[config.mk]
export PLATFORM = sky130hd
export DESIGN_NAME = servo_cmd_handler
export DESIGN_NICKNAME = d
export VERILOG_FILES = /design/src/logic/servo_pkg.sv /design/src/logic/pin_sync.sv /design/src/logic/param_store.sv /design/src/logic/servo_cmd_handler.sv
export VERILOG_INCLUDE_DIRS = /design/src /design/src/logic
export SDC_FILE = /design/constraint.sdc
export NUM_CORES = 2
export LEC_CHECK = 0
export CAP_MARGIN = 30
export CORE_MARGIN = 4
export CORE_UTILIZATION = 45
export DETAILED_ROUTE_END_ITERATION = 12
export DONT_BUFFER_PORTS = 1
export PLACE_DENSITY = 0.67
export SYNTH_ARGS = -nofsm -noshare
export SYNTH_HDL_FRONTEND = slang
export SYNTH_HIERARCHICAL = 1
export SYNTH_SLANG_ARGS = --single-unit
export TNS_END_PERCENT = 50
[constraint.sdc]
create_clock -name SYS_CLK -period 9.2 [get_ports SYS_CLK]
set_clock_uncertainty 0.05 [all_clocks]
set_input_delay 0.92 -clock SYS_CLK [delete_from_list [all_inputs] [get_ports SYS_CLK]]
set_output_delay 0.92 -clock SYS_CLK [all_outputs]
set_load 0.02 [all_outputs]
[src/logic/servo_cfg.svh]
// Constants of the servo serial command handler
`ifndef SERVO_CFG_SVH
`define SERVO_CFG_SVH
// ----------------------------------------
// Register byte addresses
// ----------------------------------------
`define A_CMD       8'h00
`define A_WDATA     8'h04
`define A_STATUS    8'h08
`define A_RDATA     8'h0C
`define A_RINFO     8'h10
`define A_EE_WRITES 8'h14
// ----------------------------------------
// Field positions
// ----------------------------------------
`define F_DNUM      7:0
`define F_CODE      15:8
`define F_MODE      31:28
`define F_DP        27:24
`define F_VAL       23:0
`define F_LOCK      3:0
`define B_BUSY      0
`define B_DONE      1
`define B_ERR       2
`define F_RI_DP     3:0
`define F_RI_TYPE   7:4
`define B_RI_DIS    8
`define F_ST_DP     35:32
// ----------------------------------------
// Command codes and data numbers
// ----------------------------------------
`define CMD_STAT_RD  8'h01
`define CMD_PARAM_RD 8'h05
`define CMD_PIN_RD   8'h12
`define CMD_STAT_CLR 8'h81
`define CMD_PARAM_WR 8'h84
`define DNUM_FB      8'h80
`define DNUM_CLR     8'h00
`define DNUM_IN      8'h40
`define DNUM_OUT     8'hC0
`define DNUM_PMAX    8'h54
`define CLR_KEY      32'h0000_1EA5
// ----------------------------------------
// Parameter store and data formats
// ----------------------------------------
`define PARAM_COUNT   85
`define INHIBIT_PARAM 7'h13
`define PARAM_HEX_MASK 85'h8_0003
`define WMODE_EE      4'h0
`define WMODE_RAM     4'h3
`define DP_NONE       4'h0
`define DP_MAX        4'h5
`define TYPE_DEC      4'h0
`define TYPE_HEX      4'h1
`define IN_PINS       9
`define OUT_PINS      7
`define SYNC_W        17
`define SYNC_FB       16
`endif

[src/logic/servo_pkg.sv]
// Types shared by the servo serial command handler
`include "servo_cfg.svh"
package servo_pkg;
  typedef enum logic [2:0] {
    S_IDLE  = 3'b001,
    S_EXEC  = 3'b010,
    S_FETCH = 3'b100
  } fsm_t;

  typedef struct packed {
    fsm_t        fsm;
    logic        ack;
    logic [31:0] dat;
    logic [7:0]  code;
    logic [7:0]  dnum;
    logic [31:0] wdata;
    logic [31:0] rdata;
    logic [3:0]  rtype;
    logic [3:0]  rdp;
    logic        rdis;
    logic        busy;
    logic        done;
    logic        err;
    logic [31:0] fb_cnt;
    logic        fb_prev;
    logic [31:0] ee_cnt;
    logic        st_we;
    logic [6:0]  st_addr;
    logic [35:0] st_word;
  } hdl_t;

  typedef struct packed {
    logic [`SYNC_W-1:0] s1;
    logic [`SYNC_W-1:0] s2;
  } sync_t;

  typedef struct packed {
    logic [35:0] rword;
    logic [31:0] lock;
  } store_t;
endpackage

[src/logic/pin_sync.sv]
// Two-stage synchroniser for the pin inputs
`include "servo_cfg.svh"
module pin_sync
  import servo_pkg::*;
(
  input  wire logic              clk,
  input  wire logic              nrst,
  input  wire logic [`SYNC_W-1:0] din,
  output logic      [`SYNC_W-1:0] dout
);
  sync_t s;
  sync_t next_s;

  always_comb begin
    next_s    = s;
    next_s.s1 = din;
    next_s.s2 = s.s1;
  end

  always_ff @(posedge clk or negedge nrst) begin
    if (!nrst) begin
      s <= '0;
    end else begin
      s <= next_s;
    end
  end

  assign dout = s.s2;
endmodule

[src/logic/param_store.sv]
// Parameter memory with write-inhibit copy
`include "servo_cfg.svh"
module param_store
  import servo_pkg::*;
(
  input  wire logic        clk,
  input  wire logic        nrst,
  input  wire logic        we,
  input  wire logic [6:0]  waddr,
  input  wire logic [35:0] wword,
  input  wire logic [6:0]  raddr,
  output logic      [35:0] rword,
  output logic      [31:0] lock_word
);
  // Memory is not cleared by reset; write a parameter before reading it
  logic [35:0] mem [0:`PARAM_COUNT-1];
  store_t      s;
  store_t      next_s;

  always_comb begin
    next_s       = s;
    next_s.rword = mem[raddr];
    if (we && waddr == `INHIBIT_PARAM) begin
      next_s.lock = wword[31:0];
    end
  end

  always_ff @(posedge clk or negedge nrst) begin
    if (!nrst) begin
      s <= '0;
    end else begin
      s <= next_s;
    end
  end

  always_ff @(posedge clk) begin
    if (we) begin
      mem[waddr] <= wword;
    end
  end

  assign rword     = s.rword;
  assign lock_word = s.lock;
endmodule

[src/logic/servo_cmd_handler.sv]
// Serial command handler of the servo amplifier, Wishbone register front end
//
// Implementation choices: the placing of the registers and the Wishbone register port.
`include "servo_cfg.svh"
// Summary of operation
// - Every command plus data number gets an answer; a command written while busy is dropped unanswered
// - Decimal write needs point position, else rejected
// - Point position 0 none, 1..5 lowest digits
// - Command 01 returns status item with format
// - Command 81/00/1EA5 zeroes cumulative feedback pulses
// - Command 05, numbers 00..54 read parameters
// - Parameter 19 inhibit flags reads as disabled
// - Command 84 stores set data into parameter
// - Write mode 0 EEPROM, 3 RAM only
// - Command 12 number 40 reads input pins
// - Input pins sent as bits 0..8
// - Command 12 number C0 reads output pins
// - Output pins sent as bits 0..6
module servo_cmd_handler
  import servo_pkg::*;
(
  input  wire logic                 SYS_CLK,
  input  wire logic                 NRST,
  input  wire logic                 CYC_I,
  input  wire logic                 STB_I,
  input  wire logic                 WE_I,
  input  wire logic [7:0]           ADR_I,
  input  wire logic [3:0]           SEL_I,
  input  wire logic [31:0]          DAT_I,
  output logic      [31:0]          DAT_O,
  output logic                      ACK_O,
  input  wire logic [`IN_PINS-1:0]  IN_PIN,
  input  wire logic [`OUT_PINS-1:0] OUT_PIN,
  input  wire logic                 FB_PULSE
);
  // ----------------------------------------
  // Declarations
  // ----------------------------------------
  hdl_t               s;
  hdl_t               next_s;
  logic [`SYNC_W-1:0] pins;
  logic [35:0]        st_rword;
  logic [31:0]        lock_word;
  logic [31:0]        in_word;
  logic [31:0]        out_word;
  logic [31:0]        cmd_word;
  logic               fb_edge;
  logic               fb_clear;
  logic [3:0]         wmode;
  logic [3:0]         wdp;

  // ----------------------------------------
  // Helpers
  // ----------------------------------------
  // Byte-lane merge for register writes
  function automatic logic [31:0] merge(input logic [31:0] old_v, input logic [31:0] new_v,
                                        input logic [3:0] sel);
    logic [31:0] r;
    r = old_v;
    for (int i = 0; i < 4; i++) begin
      if (sel[i]) begin
        r[i*8 +: 8] = new_v[i*8 +: 8];
      end
    end
    return r;
  endfunction

  // Data numbers above the top parameter are refused
  function automatic logic param_ok(input logic [7:0] dnum);
    return dnum <= `DNUM_PMAX;
  endfunction

  // Hex parameters take no decimal point on write
  function automatic logic param_hex(input logic [6:0] idx);
    logic [`PARAM_COUNT-1:0] mask;
    mask = `PARAM_HEX_MASK;
    return mask[idx];
  endfunction

  // ----------------------------------------
  // Pin synchronisers and parameter memory
  // ----------------------------------------
  pin_sync u_sync (
    .clk  (SYS_CLK),
    .nrst (NRST),
    .din  ({FB_PULSE, OUT_PIN, IN_PIN}),
    .dout (pins)
  );

  param_store u_store (
    .clk       (SYS_CLK),
    .nrst      (NRST),
    .we        (s.st_we),
    .waddr     (s.st_addr),
    .wword     (s.st_word),
    .raddr     (s.dnum[6:0]),
    .rword     (st_rword),
    .lock_word (lock_word)
  );

  // ----------------------------------------
  // Pin status words
  // ----------------------------------------
  // Unused positions stay zero; padding is explicit
  generate
    for (genvar b = 0; b < 32; b++) begin : g_pinmap
      if (b < `IN_PINS) begin : g_in
        assign in_word[b] = pins[b];
      end else begin : g_in0
        assign in_word[b] = 1'b0;
      end
      if (b < `OUT_PINS) begin : g_out
        assign out_word[b] = pins[`IN_PINS + b];
      end else begin : g_out0
        assign out_word[b] = 1'b0;
      end
    end
  endgenerate

  assign cmd_word = merge({16'h0000, s.code, s.dnum}, DAT_I, SEL_I);
  assign wmode    = s.wdata[`F_MODE];
  assign wdp      = s.wdata[`F_DP];

  // ----------------------------------------
  // Next-state logic
  // ----------------------------------------
  always_comb begin
    next_s         = s;
    next_s.st_we   = 1'b0;
    fb_edge        = pins[`SYNC_FB] & ~s.fb_prev;
    fb_clear       = 1'b0;
    next_s.fb_prev = pins[`SYNC_FB];

    // ----------------------------------------
    // Bus front end
    // ----------------------------------------
    // Wishbone classic: one wait state, ack dropped after one cycle
    next_s.ack = CYC_I & STB_I & ~s.ack;
    if (CYC_I && STB_I && !s.ack) begin
      if (WE_I) begin
        case (ADR_I)
          `A_CMD: begin
            // A command arriving while busy is dropped; poll busy first
            if (!s.busy) begin
              next_s.code = cmd_word[`F_CODE];
              next_s.dnum = cmd_word[`F_DNUM];
              next_s.busy = 1'b1;
              next_s.done = 1'b0;
              next_s.err  = 1'b0;
              next_s.fsm  = S_EXEC;
            end
          end
          `A_WDATA: next_s.wdata = merge(s.wdata, DAT_I, SEL_I);
          default: ;
        endcase
      end else begin
        // Read data is registered so DAT_O comes straight from a flop
        case (ADR_I)
          `A_CMD:       next_s.dat = {16'h0000, s.code, s.dnum};
          `A_WDATA:     next_s.dat = s.wdata;
          `A_STATUS:    next_s.dat = {29'h0, s.err, s.done, s.busy};
          `A_RDATA:     next_s.dat = s.rdata;
          `A_RINFO:     next_s.dat = {23'h0, s.rdis, s.rtype, s.rdp};
          `A_EE_WRITES: next_s.dat = s.ee_cnt;
          default:      next_s.dat = 32'h0000_0000;
        endcase
      end
    end

    // ----------------------------------------
    // Command execution
    // ----------------------------------------
    case (s.fsm)
      S_IDLE: ;
      S_EXEC: begin
        // Every command ends here except a parameter fetch
        next_s.fsm  = S_IDLE;
        next_s.busy = 1'b0;
        next_s.done = 1'b1;
        case (s.code)
          `CMD_STAT_RD: begin
            if (s.dnum == `DNUM_FB) begin
              next_s.rdata = s.fb_cnt;
              next_s.rtype = `TYPE_DEC;
              next_s.rdp   = `DP_NONE;
              next_s.rdis  = 1'b0;
            end else begin
              next_s.err = 1'b1;
            end
          end
          `CMD_STAT_CLR: begin
            // Any other key leaves the count alone
            if (s.dnum == `DNUM_CLR && s.wdata == `CLR_KEY) begin
              fb_clear = 1'b1;
            end else begin
              next_s.err = 1'b1;
            end
          end
          `CMD_PARAM_RD: begin
            if (param_ok(s.dnum)) begin
              next_s.fsm  = S_FETCH;
              next_s.busy = 1'b1;
              next_s.done = 1'b0;
            end else begin
              next_s.err = 1'b1;
            end
          end
          `CMD_PARAM_WR: begin
            if (!param_ok(s.dnum)) begin
              next_s.err = 1'b1;
            end else if (wmode != `WMODE_EE && wmode != `WMODE_RAM) begin
              next_s.err = 1'b1;
            end else if (wdp > `DP_MAX) begin
              next_s.err = 1'b1;
            end else if (param_hex(s.dnum[6:0]) != (wdp == `DP_NONE)) begin
              // Decimal without point, or hex with a point, is refused
              next_s.err = 1'b1;
            end else begin
              next_s.st_we   = 1'b1;
              next_s.st_addr = s.dnum[6:0];
              next_s.st_word = {wdp, 8'h00, s.wdata[`F_VAL]};
              if (wmode == `WMODE_EE) begin
                // Wear count of the nonvolatile copy; RAM mode spares it
                next_s.ee_cnt = s.ee_cnt + 32'h0000_0001;
              end
            end
          end
          `CMD_PIN_RD: begin
            // Pins lag the pads by the two synchroniser stages
            next_s.rtype = `TYPE_HEX;
            next_s.rdp   = `DP_NONE;
            next_s.rdis  = 1'b0;
            if (s.dnum == `DNUM_IN) begin
              next_s.rdata = in_word;
            end else if (s.dnum == `DNUM_OUT) begin
              next_s.rdata = out_word;
            end else begin
              next_s.err = 1'b1;
            end
          end
          default: next_s.err = 1'b1;
        endcase
      end
      S_FETCH: begin
        // Memory word was registered during the execute cycle
        next_s.fsm  = S_IDLE;
        next_s.busy = 1'b0;
        next_s.done = 1'b1;
        next_s.rdp  = st_rword[`F_ST_DP];
        if (param_hex(s.dnum[6:0])) begin
          next_s.rtype = `TYPE_HEX;
        end else begin
          next_s.rtype = `TYPE_DEC;
        end
        // Parameter 19 itself stays readable so the lock can be undone
        if (lock_word[`F_LOCK] != 4'h0 && s.dnum[6:0] != `INHIBIT_PARAM) begin
          next_s.rdis  = 1'b1;
          next_s.rdata = 32'h0000_0000;
        end else begin
          next_s.rdis  = 1'b0;
          next_s.rdata = {8'h00, st_rword[`F_VAL]};
        end
      end
      default: begin
        next_s.fsm  = S_IDLE;
        next_s.busy = 1'b0;
      end
    endcase

    // ----------------------------------------
    // Feedback pulse counter
    // ----------------------------------------
    // A pulse in the clearing cycle still counts
    if (fb_clear) begin
      next_s.fb_cnt = {31'h0, fb_edge};
    end else if (fb_edge) begin
      next_s.fb_cnt = s.fb_cnt + 32'h0000_0001;
    end
  end

  // ----------------------------------------
  // State register
  // ----------------------------------------
  always_ff @(posedge SYS_CLK or negedge NRST) begin
    if (!NRST) begin
      s <= '{fsm: S_IDLE, default: '0};
    end else begin
      s <= next_s;
    end
  end

  // ----------------------------------------
  // Outputs
  // ----------------------------------------
  assign DAT_O = s.dat;
  assign ACK_O = s.ack;
endmodule

## Word-level counts from Yosys, hierarchy flattened

Memories as Yosys holds them, arrays and structs flattened. A register that Yosys moved wholly into a read port is not among the register bits.
Index checks and enable logic that the tools add are counted.
Widths: inputs -> output; s select.

- Memories kept: 2
- Bits in writable memories: 2380
- Bits of input ports: 66
- Register bits: 267
- Bits in read-only memories: 128
- Word-level logic and storage cells: 153

- Add/subtract/negate cells: 2
- Mux-type cells: 49
- Equal/unequal tests: 29
- Bitwise logic cells: 10
- Reductions and logical operators: 33
- $lt $le $gt $ge: 3

Memories:

| name | depth | width | read ports | clocked after memory_dff | write ports | RTL line | text |
|---|---|---|---|---|---|---|---|
| u_store.mem | 85 | 28 | 1 | 1 | 1 | param_store.sv:16 | `` logic [35:0] mem [0:`PARAM_COUNT-1]; `` |
| (no name shown) | 128 | 1 | 1 | 0 | 0 | servo_cmd_handler.sv:77 | `return mask[idx];` |

Operator list:

| cell | count |
|---|---|
| $mux 44 | 6 |
| $pmux 32 s6 | 1 |
| $pmux 41 s2 | 2 |
| $mux 32 | 4 |
| $add 32x1->32 const B | 2 |
| $mux 41 | 1 |
| $eq 32x13->1 const B | 1 |
| $eq 8x8->1 const B | 4 |
| $reduce_and 4->1 | 7 |
| $mux 3 | 9 |
| $eq 8x5->1 const B | 3 |
| $mux 24 | 1 |
| $mux 1 | 18 |
| $eq 8x3->1 const B | 2 |
| $eq 8x4->1 const B | 2 |
| $logic_not 8->1 | 2 |
| $reduce_and 5->1 | 2 |
| $reduce_bool 3->1 | 3 |
| $eq 8x1->1 const B | 1 |
| $eq 8x7->1 const B | 1 |
| $le 8x7->1 const B | 1 |
| $logic_not 4->1 | 2 |
| $lt 7x8->1 const B | 1 |
| $reduce_bool 4->1 | 2 |
| other kinds (26) | 48 |

## Longest topological paths before layout

- Depth in word-level cells: 10
- Mapped depth: 10
- Depth with buffers taken out: 7

## Modules after synthesis

The synthesis kept the hierarchy.

Modules (own cells, without submodules):

| module | area an instance (sq um) | seq. area each (sq um) | instances | cells each |
|---|---|---|---|---|
| param_store | 119084.2 | 93589.8 | 1 | 5639 |
| servo_cmd_handler | 10712.8 | 5656.7 | 1 | 1048 |
| pin_sync | 850.8 | 850.8 | 1 | 34 |

## Least setup slack after synthesis

OpenSTA, ideal clock, no wires.

- Kind: register -> register
- Start point: register s[42] in the netlist's numbering
- End point: register, netlist name u_store/mem[40][0]
- Stages on the path, launching flop included: 4
- Slack: 5.367 ns
- Required time: 8.676 ns
- Setup time: 0.474 ns
- Period minus slack after synthesis: 3.833 ns
- Data arrival time: 3.309 ns
- Path buffers: 0
- Cells stage by stage: dfrtp_1 -> nor2b_1 -> nand4b_1 -> nor3_1

RTL lines:

| element | RTL line | text |
|---|---|---|
| start: declaration | servo_cmd_handler.sv:39 | `hdl_t s;` |
| start signal: assignment | servo_cmd_handler.sv:288 | `s <= next_s;` |

==> impl_results.md <==
- Status: completed
- Crit Path Class: flip-flop to flip-flop
- Register Area: 0.0789 mm^2
- CTS clk-pin slew, worst paths: 60 ps
- Remaining DRCs: 0
- Min-delay src: DAT_I[21]
- Die Y: 489 um
- DR WL/cell: 31.1 um
- Fill cells: 18090
- Setup crit start: s[187]
- Final setup vio count: 0
- Number of CTS-inserted buffers: 285
- Share of cells above drive strength 1: 21.9%
- Max_slew headroom: 16.5%
- Max-slew violations: 0
- Initial Utilization: 45.2%
- Max_cap viols: 0
- Critical Path RT: 9950 ps
- Die X: 489 um
- Warnings, synthesis: 6
- Post-DP HPWL: 156 mm
- # hold bufs at CTS: 18
- IO Pins: 99
- FP Rows: 176
- Worst r2r src: s[187]
- TritonCTS clock tree: done
- DR iter-0 viols: 7045
- Multi-input logic area: 0.0234 mm^2
- CP bufs+invs: 3
- Post-route antenna net violation count: 0
- Drt via density: 6.17
- Cell Pwr Density: 204 mW/mm^2
- Design area: 0.117 mm^2
- CP endpoint kind: flip-flop
- Most frequent cells in the layout: edfxtp_1 (2380), mux4_2 (479), clkbuf_16 (290)
- CTS resizes: 0
- Crit-path slowest cell: buf_4
- Hold Path Class: input port to flip-flop
- Fin crit share: 47.7%
- Final min period: 4380 ps
- Startpoint types: flip-flop
- Initial antenna violation count: 11
- H-Tree Depth: 5
- CP Max Fanout: 94
- CP max stage delay: 880 ps
- Cells after Synth: 5527
- Achievable Freq: 228 MHz
- Kind of cell adding the most delay to the critical path: buffers and inverters
- Area grow syn2layout: 12.7%
- First-pass GRT wire length: 393 mm
- Vias in the first global route: 53674
- Final nets: 5682
- DIE AREA: 0.239 mm^2
- Most common cell after layout, fill and taps aside: edfxtp_1
- CP Depth: 8
- Placed cell area: 0.108 mm^2
- Maximum VDD drop: 0.165 mV
- Routability cong.: 0.885
- Root Driver: clkbuf_16
- Postcts setup bufs: 0
- Mean Syn Cell Area: 18.8 um^2
- Worst slew pin tran: 1240 ps
- Reg2reg path depth: 8
- DRT Pass-1 Iters: 7
- Routed vias: 54492
- Syn_nets: 5595
- RSZ-0062 raised after global routing: false
- Hold path cells: 1
- Core Area: 0.230 mm^2
- Overflow left after global routing: 0
- Pin count of the biggest net entering global routing: 293
- I/O Buffers: 0
- Worst path cell trace: buf_12 > buf_4 > buf_4 > mux4_2 > nand2_1 > a21oi_1 > nor3_1 > o221ai_1
- Clock sinks: 2672
- Skew-Pair Late Insertion Delay: 930 ps
- Worst Path Arrival: 5140 ps
- Final WL: 275 mm
- Total track usage: 22.8%
- CTS Buffer Depth: 4
- Mapped cell area: 0.104 mm^2
- Final Hold Violating Endpoints: 0
- Crit-path most repeated cell: buf_4
- Pleak: 31.8 nW
- TNS Setup: 0 ps
-- routing by layer --
metal  up-vias  share of wire, %  GRT usage, %
met5         -                 0             0
met4         0               4.0          8.50
met3       514                10          4.81
met2      3005                48          36.5
met1     28718                38          31.0
li1      22255                 -             -
-- power by group --
part           total (mW)  leakage (nW)  internal [mW]  switching [mW]
clock network        10.7          4.22           6.23            4.49
registers            13.1          20.1           13.0          0.0239
logic              0.0860          7.47         0.0328          0.0532
total                23.9          31.8           19.3            4.57
-- worst reg2reg max path, delay by kind of cell, from the launching register on --
family	cells	cell delay, ps
flops	1	840
mux	1	420
buf+inv	3	2140
simple gates	2	150
compound gates	2	680
-- registers in the layout, indices dropped and copies added, names as in the netlist --
register           count
u_store/mem         2380
s                    193
DAT_O                 32
u_store/rword         28
u_sync/dout           17
u_sync/next_s         17
u_store/lock_word      4
ACK_O                  1
-- path summary, 6_finish.rpt --
path                       slack, ps                end
max                             4820  u_store/rword[15]
min                               90             s[174]
max reg2reg                     4820  u_store/rword[15]
min reg2reg                      300     u_sync/dout[1]
max in group asynchronous       7190              s[21]
min in group asynchronous        650          DAT_O[30]
-- final cells by class --
cell class / instances / area share [%]
diodes: 8 / 0.0171
clock buffers: 371 / 6.59
clock inverters: 105 / 0.741
inverters: 61 / 0.195
multi-input cells: 2393 / 20.0
flip-flops and latches: 2672 / 67.4
well taps: 3026 / 3.23
repair buffers: 201 / 1.91
-- per-stage QoR --
stage	setup slack, ps	power [mW]	utilization, %	instances	hold WS [ps]
final	4820	23.9	50.9	8837	89.8
after global placement	4700	13.4	46.8	8299	284
after global routing	4670	24.6	50.9	8830	46.1
after CTS	4800	24.0	50.7	8808	29.9
after floorplan	5930	13.4	-	5527	281
after detailed placement	4810	13.4	46.9	8314	286
No activity file was read; power rests on OpenSTA's default activity.
